<file path="src/shared/ocp_pkg.sv">
package ocp_pkg;
   localparam int NUM_CELLS = 3;
   localparam longint CLK_HZ = 20000000;
   // Detect delay selection codes and their nominal lengths in milliseconds.
   localparam logic [1:0] DELAY_CODE_2S = 2'h0;
   localparam logic [1:0] DELAY_CODE_4S = 2'h1;
   localparam logic [1:0] DELAY_CODE_6S = 2'h2;
   localparam longint DETECT_DELAY_2S_MS = 2000;
   localparam longint DETECT_DELAY_4S_MS = 4000;
   localparam longint DETECT_DELAY_6S_MS = 6000;
   localparam longint RELEASE_DELAY_US = 16000;
   localparam longint DETECT_SHORT_DIV = 90;
   localparam longint RELEASE_SHORT_DIV = 60;
   localparam longint DETECT_2S_CYC = DETECT_DELAY_2S_MS * CLK_HZ / 1000;
   localparam longint DETECT_4S_CYC = DETECT_DELAY_4S_MS * CLK_HZ / 1000;
   localparam longint DETECT_6S_CYC = DETECT_DELAY_6S_MS * CLK_HZ / 1000;
   localparam longint RELEASE_CYC = RELEASE_DELAY_US * CLK_HZ / 1000000;
   localparam int CNT_W = 32;
   localparam int SYNC_STAGES = 3;
   typedef enum logic [0:0] {OCP_NORMAL, OCP_OVERCHARGE} ocp_state_t;
endpackage : ocp_pkg

</file>
<file path="src/rtl/ocp_fsm.sv">
`timescale 1ns/1ns
module ocp_fsm #(
   parameter logic [1:0] DELAY_CODE = ocp_pkg::DELAY_CODE_4S,
   parameter longint DETECT_2S = ocp_pkg::DETECT_2S_CYC,
   parameter longint DETECT_4S = ocp_pkg::DETECT_4S_CYC,
   parameter longint DETECT_6S = ocp_pkg::DETECT_6S_CYC,
   parameter longint RELEASE = ocp_pkg::RELEASE_CYC
) (
   input wire logic clk,
   input wire logic arst_n,
   input wire logic [ocp_pkg::NUM_CELLS-1:0] above_detect,
   input wire logic [ocp_pkg::NUM_CELLS-1:0] above_release,
   input wire logic [ocp_pkg::NUM_CELLS-1:0] above_shutdown,
   input wire logic delay_shortening,
   output logic fuse_trigger_out,
   output logic [ocp_pkg::NUM_CELLS-1:0] detector_enabled,
   output logic shutdown
);
   import ocp_pkg::*;
   localparam longint DET_NOM = (DELAY_CODE == DELAY_CODE_2S) ? DETECT_2S :
                                (DELAY_CODE == DELAY_CODE_6S) ? DETECT_6S : DETECT_4S;
   localparam logic [CNT_W-1:0] DET_N = CNT_W'(DET_NOM);
   localparam logic [CNT_W-1:0] DET_S = CNT_W'(DET_NOM / DETECT_SHORT_DIV);
   localparam logic [CNT_W-1:0] REL_N = CNT_W'(RELEASE);
   localparam logic [CNT_W-1:0] REL_S = CNT_W'(RELEASE / RELEASE_SHORT_DIV);
   localparam logic [CNT_W-1:0] ONE = CNT_W'(1);

   logic [NUM_CELLS-1:0] det_s;
   logic [NUM_CELLS-1:0] rel_s;
   logic [NUM_CELLS-1:0] sht_s;
   logic ds_s;
   ocp_state_t state_r;
   logic [CNT_W-1:0] cnt_r;
   logic [CNT_W-1:0] det_lim;
   logic [CNT_W-1:0] rel_lim;
   logic any_det;
   logic any_rel;

   ocp_sync #(.WIDTH(3 * NUM_CELLS + 1)) u_sync (
      .clk(clk),
      .arst_n(arst_n),
      .async_in({delay_shortening, above_shutdown, above_release, above_detect}),
      .sync_out({ds_s, sht_s, rel_s, det_s})
   );

   // A shorted cell reads zero volts, so it is never above the shutdown level.
   assign any_det = |(det_s & sht_s);
   assign any_rel = |rel_s;
   assign det_lim = ds_s ? DET_S : DET_N;
   assign rel_lim = ds_s ? REL_S : REL_N;

   always_ff @(posedge clk or negedge arst_n) begin
      if (!arst_n) begin
         state_r <= OCP_NORMAL;
         cnt_r <= '0;
      end else begin
         case (state_r)
            OCP_NORMAL: begin
               if (!any_det) begin
                  cnt_r <= '0;
               end else if (cnt_r + ONE >= det_lim) begin
                  state_r <= OCP_OVERCHARGE;
                  cnt_r <= '0;
               end else begin
                  cnt_r <= cnt_r + ONE;
               end
            end
            OCP_OVERCHARGE: begin
               if (any_rel) begin
                  cnt_r <= '0;
               end else if (cnt_r + ONE >= rel_lim) begin
                  state_r <= OCP_NORMAL;
                  cnt_r <= '0;
               end else begin
                  cnt_r <= cnt_r + ONE;
               end
            end
            default: begin
               state_r <= OCP_NORMAL;
               cnt_r <= '0;
            end
         endcase
      end
   end

   // The output is registered so a glitch on the comparators cannot fire the fuse.
   always_ff @(posedge clk or negedge arst_n) begin
      if (!arst_n) begin
         fuse_trigger_out <= 1'b0;
      end else begin
         fuse_trigger_out <= (state_r == OCP_OVERCHARGE);
      end
   end

   always_ff @(posedge clk or negedge arst_n) begin
      if (!arst_n) begin
         detector_enabled <= '0;
         shutdown <= 1'b1;
      end else begin
         detector_enabled <= sht_s;
         shutdown <= ~|sht_s;
      end
   end

   // Run lengths kept for the checks only; they measure whole delays apart from cnt_r.
   // Shortening may switch mid-count, so exact lengths are checked only with it off.
   logic [CNT_W-1:0] det_run_r;
   logic [CNT_W-1:0] rel_run_r;

   always_ff @(posedge clk or negedge arst_n) begin
      if (!arst_n) begin
         det_run_r <= '0;
      end else if (state_r == OCP_NORMAL && any_det) begin
         det_run_r <= det_run_r + ONE;
      end else begin
         det_run_r <= '0;
      end
   end

   always_ff @(posedge clk or negedge arst_n) begin
      if (!arst_n) begin
         rel_run_r <= '0;
      end else if (state_r == OCP_OVERCHARGE && !any_rel) begin
         rel_run_r <= rel_run_r + ONE;
      end else begin
         rel_run_r <= '0;
      end
   end

   a_out_tracks: assert property (@(posedge clk) disable iff (!arst_n)
      fuse_trigger_out == $past(state_r == OCP_OVERCHARGE))
      else $error("fuse output does not follow state");

   a_no_early_trip: assert property (@(posedge clk) disable iff (!arst_n)
      (state_r == OCP_NORMAL && !any_det) |=> state_r == OCP_NORMAL)
      else $error("overcharge entered without detection");

   a_abort_release: assert property (@(posedge clk) disable iff (!arst_n)
      (state_r == OCP_OVERCHARGE && any_rel) |=> state_r == OCP_OVERCHARGE)
      else $error("release despite cell above release level");

   a_timer_restart: assert property (@(posedge clk) disable iff (!arst_n)
      (state_r == OCP_NORMAL && !any_det) |=> cnt_r == '0)
      else $error("detect timer not restarted");

   // The bound is the unshortened limit: a live switch to shortening may overshoot one cycle.
   a_cnt_bound: assert property (@(posedge clk) disable iff (!arst_n)
      state_r == OCP_NORMAL |-> cnt_r < DET_N)
      else $error("detect count past its limit");

   a_rel_bound: assert property (@(posedge clk) disable iff (!arst_n)
      state_r == OCP_OVERCHARGE |-> cnt_r < REL_N)
      else $error("release count past its limit");

   a_disabled_cell: assert property (@(posedge clk) disable iff (!arst_n)
      (sht_s == '0) |-> !any_det)
      else $error("disabled detector contributed");

   a_shutdown_exit: assert property (@(posedge clk) disable iff (!arst_n)
      (|sht_s) |=> !shutdown)
      else $error("shutdown not left");

   a_enter_trip: assert property (@(posedge clk) disable iff (!arst_n)
      (state_r == OCP_NORMAL && any_det && cnt_r + ONE >= det_lim)
      |=> state_r == OCP_OVERCHARGE ##1 fuse_trigger_out)
      else $error("overcharge not entered at delay end");

   a_fuse_low: assert property (@(posedge clk) disable iff (!arst_n)
      state_r == OCP_NORMAL |=> !fuse_trigger_out)
      else $error("fuse output high outside overcharge");

   a_fuse_high: assert property (@(posedge clk) disable iff (!arst_n)
      state_r == OCP_OVERCHARGE |=> fuse_trigger_out)
      else $error("fuse output low in overcharge");

   a_shutdown_flag: assert property (@(posedge clk) disable iff (!arst_n)
      shutdown == $past(~|sht_s))
      else $error("shutdown flag wrong");

   a_enable_copy: assert property (@(posedge clk) disable iff (!arst_n)
      detector_enabled == $past(sht_s))
      else $error("detector enable wrong");

   a_release_exit: assert property (@(posedge clk) disable iff (!arst_n)
      (state_r == OCP_OVERCHARGE && !any_rel && cnt_r + ONE >= rel_lim)
      |=> state_r == OCP_NORMAL)
      else $error("release not taken at delay end");

   a_det_count: assert property (@(posedge clk) disable iff (!arst_n)
      (state_r == OCP_NORMAL && any_det && cnt_r + ONE < det_lim)
      |=> cnt_r == $past(cnt_r) + ONE)
      else $error("detect timer did not advance");

   a_rel_count: assert property (@(posedge clk) disable iff (!arst_n)
      (state_r == OCP_OVERCHARGE && !any_rel && cnt_r + ONE < rel_lim)
      |=> cnt_r == $past(cnt_r) + ONE)
      else $error("release timer did not advance");

   a_release_restart: assert property (@(posedge clk) disable iff (!arst_n)
      (state_r == OCP_OVERCHARGE && any_rel) |=> cnt_r == '0)
      else $error("release timer not restarted");

   a_det_length: assert property (@(posedge clk) disable iff (!arst_n)
      ($rose(state_r == OCP_OVERCHARGE) && !$past(ds_s)) |-> det_run_r == DET_N)
      else $error("detect delay length wrong");

   a_det_short: assert property (@(posedge clk) disable iff (!arst_n)
      ($rose(state_r == OCP_OVERCHARGE) && $past(ds_s))
      |-> (det_run_r >= DET_S && det_run_r <= DET_N))
      else $error("shortened detect delay out of range");

   a_rel_length: assert property (@(posedge clk) disable iff (!arst_n)
      ($fell(state_r == OCP_OVERCHARGE) && !$past(ds_s)) |-> rel_run_r == REL_N)
      else $error("release delay length wrong");

   a_rel_short: assert property (@(posedge clk) disable iff (!arst_n)
      ($fell(state_r == OCP_OVERCHARGE) && $past(ds_s))
      |-> (rel_run_r >= REL_S && rel_run_r <= REL_N))
      else $error("shortened release delay out of range");
endmodule : ocp_fsm

</file>
<file path="src/rtl/ocp_sync.sv">
`timescale 1ns/1ns
module ocp_sync #(
   parameter int WIDTH = 1
) (
   input wire logic clk,
   input wire logic arst_n,
   input wire logic [WIDTH-1:0] async_in,
   output logic [WIDTH-1:0] sync_out
);
   import ocp_pkg::*;
   logic [WIDTH-1:0] meta_r;
   logic [WIDTH-1:0] s2_r;
   logic [WIDTH-1:0] s3_r;
   // A change is accepted only once the second and third stages agree.
   always_ff @(posedge clk or negedge arst_n) begin
      if (!arst_n) begin
         meta_r <= '0;
         s2_r <= '0;
         s3_r <= '0;
         sync_out <= '0;
      end else begin
         meta_r <= async_in;
         s2_r <= meta_r;
         s3_r <= s2_r;
         for (int i = 0; i < WIDTH; i++) begin
            if (s2_r[i] == s3_r[i]) begin
               sync_out[i] <= s3_r[i];
            end
         end
      end
   end
endmodule : ocp_sync

</file>
<file path="config.mk">
export PLATFORM = sky130hd
export DESIGN_NAME = ocp_fsm
export DESIGN_NICKNAME = d
export VERILOG_FILES = /design/src/shared/ocp_pkg.sv /design/src/rtl/ocp_fsm.sv /design/src/rtl/ocp_sync.sv
export SDC_FILE = /design/constraint.sdc
export NUM_CORES = 1
export LEC_CHECK = 0
export BUFFER_PORTS_ARGS = -buffer_cell sky130_fd_sc_hd__buf_2
export CORE_AREA = 5 5 114 116
export DETAILED_ROUTE_END_ITERATION = 7
export DIE_AREA = 0 0 119 121
export SLEW_MARGIN = 20
export SYNTH_ARGS = -nofsm -noshare
export SYNTH_HDL_FRONTEND = slang
export SYNTH_SLANG_ARGS = --single-unit
</file>
<file path="constraint.sdc">
create_clock -name clk -period 9 [get_ports clk]
set_input_delay 0.45 -clock clk [delete_from_list [all_inputs] [get_ports clk]]
set_output_delay 0.45 -clock clk [all_outputs]
set_load 0.005 [all_outputs]
</file>
==> impl_results.md, run 1 <==
* Most common cell after layout, fill and taps aside: dfrtp_1
* Syn Inst Count at 325
* Finished Layout Cells at 502
* Largest net degree at the start of global routing at 79
* Pwr/cell area at 183 nW/um^2
* Die area at 14400 um^2
* Deepest clock path buffer count at 2
* Vias/cell at 4.88
* Final min period at 4.06 ns
* Share of flip-flops with an asynchronous set or reset at 100%
* Simple-gate area share of the yosys netlist at 20.2%
* Antenna violations before repair at 0
* P&R area growth vs syn at 14.7%
* Antenna-violating nets left at 0
* Drt pass-1 iters at 4
* Post-CTS setup buffer count at 0
* Core Box Area at 11800 um^2
* Vias at 2452
* Synth Register Bits at 78
* Kind of critical path: reg2reg
* Cts repair resizes at 0
* Adder-Cell Fraction of Synth Area at 9.60%
* Fillers at 1148
* Cell leakage power at 1.90 nW
* GPL Wtd Cong at 0.884
* Final Hold Viols at 0
* Setup tns final at 0 ns
* Maximum clock frequency at 246 MHz
* Antenna Cells at 0
* Max stage delay on crit path at 0.65 ns
* VDD IR max at 0.150 mV
* Post-synth EDFFs at 0
* Overall routing resource usage at 10.2%
* Worst setup SP type: register
* Mux contribution to synthesized area at 0.530%
* Placement Cell Area at 4010 um^2
* Placed wire-length estimate at 4670 um
* Actual slew at the worst max-slew pin at 0.952 ns
* Port-buffer cells at 16
* Crit path max-delay family: simple AND/OR/NAND/NOR gates
* TritonCTS Sinks at 78
* DR iter-0 viols at 93
* Worst EP arrival at 4.28 ns
* Fraction of layout cells with a size suffix above 1 at 18.3%
* Total global routing overflow at 0
* Clock Skews at 0.00698 ns
* Starting density of the core at 32.0%
* Buf+Inv Stages, Crit Path at 2
* Routed WL at 6670 um
* First-pass GRT wire length at 11700 um
* Outcome: complete, no violations
* Die width at 119 um
* Number of core rows at 40
* WL/cell at 13.3 um
* DRC violations left at 0
* CP max FO at 14
* Crit-path most repeated cell: nand2_1
* Setup violations, final at 0
* RSZ-0062 raised after global routing: no
* Library cells used by synthesis at 55
* Slew Limit Fails at 0
* Sequential share of the synthesized area at 51.7%
* Maxcap violations at 0
* XOR/XNOR Fraction of Synth Area at 6.26%
* Final nets at 383
* Final Instance Area at 4330 um^2
* Top FF cell, synth: dfrtp_1
* Cell Count Post-Placement at 485
* Fin crit share at 45.1%
* Worst EP required at 9.22 ns
* Commonest non-fill, non-tap cells in the layout: dfrtp_1 (77), inv_1 (21), ha_1 (21)
* Clock root buffer: clkbuf_16
* CTS tree: yes
* CTS buffer count at 9
* Max-slew headroom at 36.6%
* Final Util at 36.7%
* Clk slew on worst S/H paths at 0.06 ns
* Skew-Pair Late Insertion Delay at 0.34 ns
* Mapped cell area at 3780 um^2
* Ys Warns at 0
* Hold-fix buffers, CTS at 0
* Largest family of logic cells by synthesized area: simple AND/OR/NAND/NOR gates
* Syn avg cell area at 11.6 um^2
* Worst min-delay path category: in2reg
* CTS H-tree lvls at 3
* Critical-path cell list: nand2_1, nor4_4, and3_1, xnor2_1, inv_1, ha_1, nand2_1, mux2i_1, nand3_1, a211oi_2, o41ai_4, a32oi_4, buf_8, nor2b_1
* Crit. End Element: register
* Die H at 121 um
* Crit-path slowest cell: nor4_4
* Vias in the first global route at 2425
* Compound-cell area share of the yosys netlist at 8.28%
* Io pins at 17
==> final cells by class <==
type	instances	area [um^2]	share of cell area, %
clock inverter	6	68.8	1.59
timing repair buffer	17	97.6	2.25
clock buffer	10	239	5.51
inverter	21	78.8	1.82
tap	147	184	4.24
sequential	78	1950	45.1
multi-input combinational	223	1710	39.5
==> cell usage after synthesis (4+ instances only) <==
| cell | n | area (um^2) |
|---|---|---|
| buf_2 | 4 | 20.0 |
| o21ai_0 | 7 | 35.0 |
| nor3_1 | 9 | 45.0 |
| or3_1 | 4 | 25.0 |
| inv_1 | 21 | 78.8 |
| nor2_1 | 12 | 45.0 |
| nand2_1 | 13 | 48.8 |
| maj3_1 | 10 | 100 |
| nand3_1 | 18 | 90.1 |
| xnor2_1 | 13 | 114 |
| and4_1 | 7 | 61.3 |
| dfrtp_1 | 77 | 1930 |
| ha_1 | 21 | 263 |
| xor2_1 | 14 | 123 |
| and3_1 | 9 | 56.3 |
| o21a_1 | 4 | 30.0 |
| nor2_2 | 20 | 125 |
| nand4_1 | 8 | 50.1 |
==> final timing paths <==
kind                                            start                         end  slack, ns  depth (start not counted)
max                                cnt_r[0]$_DFF_PN0_          cnt_r[1]$_DFF_PN0_       4.94                         14
min                                 above_shutdown[1]  u_sync.meta_r[7]$_DFF_PN0_       0.22                          1
max reg2reg                        cnt_r[0]$_DFF_PN0_          cnt_r[1]$_DFF_PN0_       4.94                         14
min reg2reg                u_sync.meta_r[1]$_DFF_PN0_    u_sync.s2_r[1]$_DFF_PN0_       0.35                          0
max in group asynchronous                      arst_n         cnt_r[22]$_DFF_PN0_       8.12                          1
min in group asynchronous                      arst_n          cnt_r[5]$_DFF_PN0_       0.26                          1
==> registers in the layout, indices dropped and copies added, names as in the netlist <==
signal            count
u_sync.meta_r        10
shutdown              1
u_sync.sync_out      10
detector_enabled      3
state_r               1
u_sync.s3_r          10
fuse_trigger_out      1
cnt_r                32
u_sync.s2_r          10
==> metrics by stage <==
| stage | setup slack (ns) | power [mW] | hold WS [ns] |
|---|---|---|---|
| final | 4.94 | 0.794 | 0.216 |
| after global routing | 4.50 | 0.827 | 0.204 |
| after CTS | 4.75 | 0.804 | 0.205 |
| after detailed placement | 4.78 | 0.431 | 0.336 |
| after global placement | 4.87 | 0.429 | 0.332 |
| after floorplan | 5.62 | 0.410 | 0.154 |
==> metal layers <==
layer | GRT usage [%] | wire length [um]
met4 | 6.01 | 232
met1 | 13.4 | 3250
met2 | 15.4 | 3000
met3 | 2.24 | 185
met5 | 0 | 0
==> report_power, final <==
group          switching [mW]  leakage [nW]  total (mW)  internal [mW]
logic                  0.0226         0.777      0.0407         0.0181
clock network           0.146         0.149       0.370          0.224
registers              0.0134         0.969       0.383          0.370
==> worst reg2reg max path: cells and delay by family, from the launching register on <==
family                   cells  cell delay, ns
AO/OA/AOI/OAI                3            1.00
XOR/XNOR                     1            0.22
adder cells (fa/ha/maj)      1            0.31
buffers and inverters        2            0.34
flip-flops                   1            0.43
multiplexers                 1            0.19
AND/OR/NAND/NOR              6            1.47
==> kinds of logic after synthesis <==
| family | after synthesis |
|---|---|
| flip-flops | 78 |
| other | 1 |
| adder cells (fa/ha/maj) | 31 |
| AO/OA/AOI/OAI | 35 |
| multiplexers | 2 |
| AND/OR/NAND/NOR | 123 |
| XOR/XNOR | 27 |
| buffers and inverters | 28 |
Power figures use the tool's default switching activity.
==> inputs of run 2 (changes only) <==
==> constraint.sdc (replaced) <==
create_clock -name clk -period 4.14 [get_ports clk]
set_input_delay 0.207 -clock clk [delete_from_list [all_inputs] [get_ports clk]]
set_output_delay 0.207 -clock clk [all_outputs]
set_load 0.005 [all_outputs]
==> run 2 against run 1 <==
  * Maximum frequency grew 5.2%
  * Worst setup slack worse by 4.7 ns
  * Global-route usage about the same
  * Total power increased by 110%
  * Cell count is 2.6% higher
  * Register-to-register slack got worse by 4.7 ns
  * Sequential power grew 120%
  * Routed wire length is 2.9% higher
  * Sequential cell count did not move
  * First-iteration DRC count increased by 13%
==> impl_results.md, run 2 (same netlist as run 1, synthesis figures left out) <==
* Overall routing resource usage at 10.1% (-0.043 points)
* Clock root buffer: clkbuf_16
* Actual slew at the worst max-slew pin at 0.950 ns (-0.00176 ns)
* Worst r2r src: cnt_r[0]$_DFF_PN0_
* Port-buffer cells at 16 (unchanged)
* Vias/cell at 4.87 (-0.26%)
* First-pass GRT wire length at 11900 um (+1.7%)
* Register with the most flip-flops: cnt_r
* Pwr/cell area at 382 nW/um^2 (+110%)
* Cell Count Post-Placement at 489 (+0.82%)
* Total global routing overflow at 0 (unchanged)
* Die H at 121 um (unchanged)
* Drt pass-1 iters at 6 (+2)
* Vias in the first global route at 2513 (+3.6%)
* Most common cell after layout, fill and taps aside: dfrtp_1
* Crit path max-delay family: compound AO/OA/AOI/OAI gates
* Pre-CTS setup slack at 0.212 ns (-4.56 ns)
* Finished Layout Cells at 515 (+2.6%)
* Worst EP arrival at 4.12 ns (-0.16 ns)
* Routed WL at 6870 um (+2.9%)
* Switching part of the total at 24.8% (+1.9 points)
* Fraction of layout cells with a size suffix above 1 at 18.8% (+0.44 points)
* Slew Limit Fails at 0 (unchanged)
* Reg2Reg Setup Slack at 0.28 ns (-4.66 ns)
* Core Box Area at 11800 um^2 (unchanged)
* RSZ-0062 raised after global routing: no
* Buf+Inv Stages, Crit Path at 3 (+1)
* Antenna-violating nets left at 0 (unchanged)
* Deepest clock path buffer count at 2 (unchanged)
* Crit. End Element: register
* Die area at 14400 um^2 (unchanged)
* Critical path depth at 15 (+1)
* Final Hold Viols at 0 (unchanged)
* CTS H-tree lvls at 3 (unchanged)
* Worst min-delay path category: in2async
* DRC violations left at 0 (unchanged)
* Max-slew headroom at 36.7% (+0.12 points)
* CTS buffer count at 9 (unchanged)
* Max stage delay on crit path at 0.43 ns (-0.22 ns)
* Clock Power Share at 45.2% (-1.4 points)
* Max reg flops at 32 (unchanged)
* Final min period at 3.86 ns (-0.201 ns)
* WHS at 0.0144 ns (-0.201 ns)
* Post-CTS setup buffer count at 0 (unchanged)
* Final nets at 396 (+3.4%)
* Outcome: complete, no violations
* Worst Reg-to-Reg Cells at 15 (+1)
* Io pins at 17 (unchanged)
* Kind of critical path: reg2reg
* GPL Wtd Cong at 0.819 (-7.4%)
* Setup violations, final at 0 (unchanged)
* Largest net degree at the start of global routing at 79 (unchanged)
* Net switching power at 421 uW (+130%)
* Critical-path cell list: ha_1, nand4_1, nor2_2, nand3_1, xor2_1, inv_1, ha_1, inv_1, a311o_1, a311oi_1, a211oi_2, o41ai_4, a32oi_4, buf_4, nor2_1
* Maxcap violations at 0 (unchanged)
* Fin crit share at 93.2% (+48 points)
* Clock Skews at 0.00901 ns (+0.00203 ns)
* Sequential Power Share at 49.1% (+0.9 points)
* Int Pwr at 1.27 mW (+110%)
* Antenna violations before repair at 0 (unchanged)
* WL/cell at 13.3 um (+0.30%)
* DR iter-0 viols at 105 (+13%)
* Worst EP required at 4.40 ns (-4.82 ns)
* Setup ws final at 0.280 ns (-4.66 ns)
* Die width at 119 um (unchanged)
* Placed wire-length estimate at 5000 um (+7.0%)
* Worst setup SP type: register
* TritonCTS Sinks at 78 (unchanged)
* Number of core rows at 40 (unchanged)
* CP max FO at 14 (unchanged)
* Setup tns final at 0 ns (unchanged)
* Final Util at 37.6% (+0.90 points)
* Cell leakage power at 1.95 nW (+2.7%)
* Vias at 2509 (+2.3%)
* Commonest non-fill, non-tap cells in the layout: dfrtp_1 (77), inv_1 (21), nor2_2 (21), ha_1 (21), nand3_1 (18)
* VDD IR max at 0.312 mV (+110%)
* Skew-Pair Late Insertion Delay at 0.33 ns (about the same)
* P&R area growth vs syn at 17.5%
* Reg-to-reg endpoint: cnt_r[24]$_DFF_PN0_
* Antenna Cells at 0 (unchanged)
* Starting density of the core at 32.0% (unchanged)
* Crit-path slowest cell: dfrtp_1
* Maximum clock frequency at 259 MHz (+5.2%)
* CTS tree: yes
* Clk slew on worst S/H paths at 0.07 ns (about the same)
* Combinational Power Share at 5.7% (+0.6 points)
run 2: worst max-delay path by stage:
stage | from | end | slack (ns)
2_1_floorplan | cnt_r[0]$_DFF_PN0_ | cnt_r[3]$_DFF_PN0_ | 0.76
3_3_place_gp | cnt_r[0]$_DFF_PN0_ | cnt_r[21]$_DFF_PN0_ | 0.24
3_5_place_dp | cnt_r[0]$_DFF_PN0_ | cnt_r[24]$_DFF_PN0_ | 0.21
4_1_cts | cnt_r[0]$_DFF_PN0_ | cnt_r[24]$_DFF_PN0_ | 0.18
5_1_grt | cnt_r[0]$_DFF_PN0_ | cnt_r[24]$_DFF_PN0_ | 0.07
6_report | cnt_r[0]$_DFF_PN0_ | cnt_r[24]$_DFF_PN0_ | 0.28
run 2: routing by layer:
metal / GRT usage (%) / routed length (um) / vias up
met1: 13.4 / 3240 / 1214
met2: 16.1 / 3170 / 53
li1: - / - / 1232
met4: 4.13 / 145 / 0
met5: 0 / 0 / -
met3: 2.33 / 313 / 10
run 2: area by class of cell:
cell class	count	area, um^2
Timing Repair Buffer	30	213
Sequential cell	78	1950
Clock buffer	9	225
Inverter	21	78.8
Tap cell	147	184
Multi-Input combinational cell	223	1720
Fill cell	1150	7370
Clock inverter	7	71.3
run 2: worst reg2reg max path, stage by stage, from the launching register on:
cell and delay (ns):
dfrtp_1 0.43, ha_1 0.27, nand4_1 0.25, nor2_2 0.29
nand3_1 0.13, xor2_1 0.25, inv_1 0.10, ha_1 0.35
inv_1 0.05, a311o_1 0.27, a311oi_1 0.41, a211oi_2 0.16
o41ai_4 0.32, a32oi_4 0.16, buf_4 0.23, nor2_1 0.14
run 2: stage by stage:
step | total power, mW | area (um^2)
final | 1.69 | 4440
after global routing | 1.77 | 4440
after CTS | 1.72 | 4440
after detailed placement | 0.939 | 4040
after global placement | 0.934 | 4040
after floorplan | 0.890 | 3790
run 2: timing repair:
action | 4_1_cts | 5_1_grt
hold buffers | 10 | 0
endpoints found under the hold margin | 10 | 0
gates resized for setup | 0 | 1
endpoints found under the setup margin | 0 | 3
run 2: power by group through the flow:
stage                     registers, mW  logic, mW  clock network (mW)
after global routing              0.838      0.111               0.826
after CTS                         0.833      0.100               0.792
final                             0.832     0.0968               0.766
after floorplan                   0.839     0.0511                   0
after detailed placement          0.847     0.0922                   0
after global placement            0.846     0.0889                   0
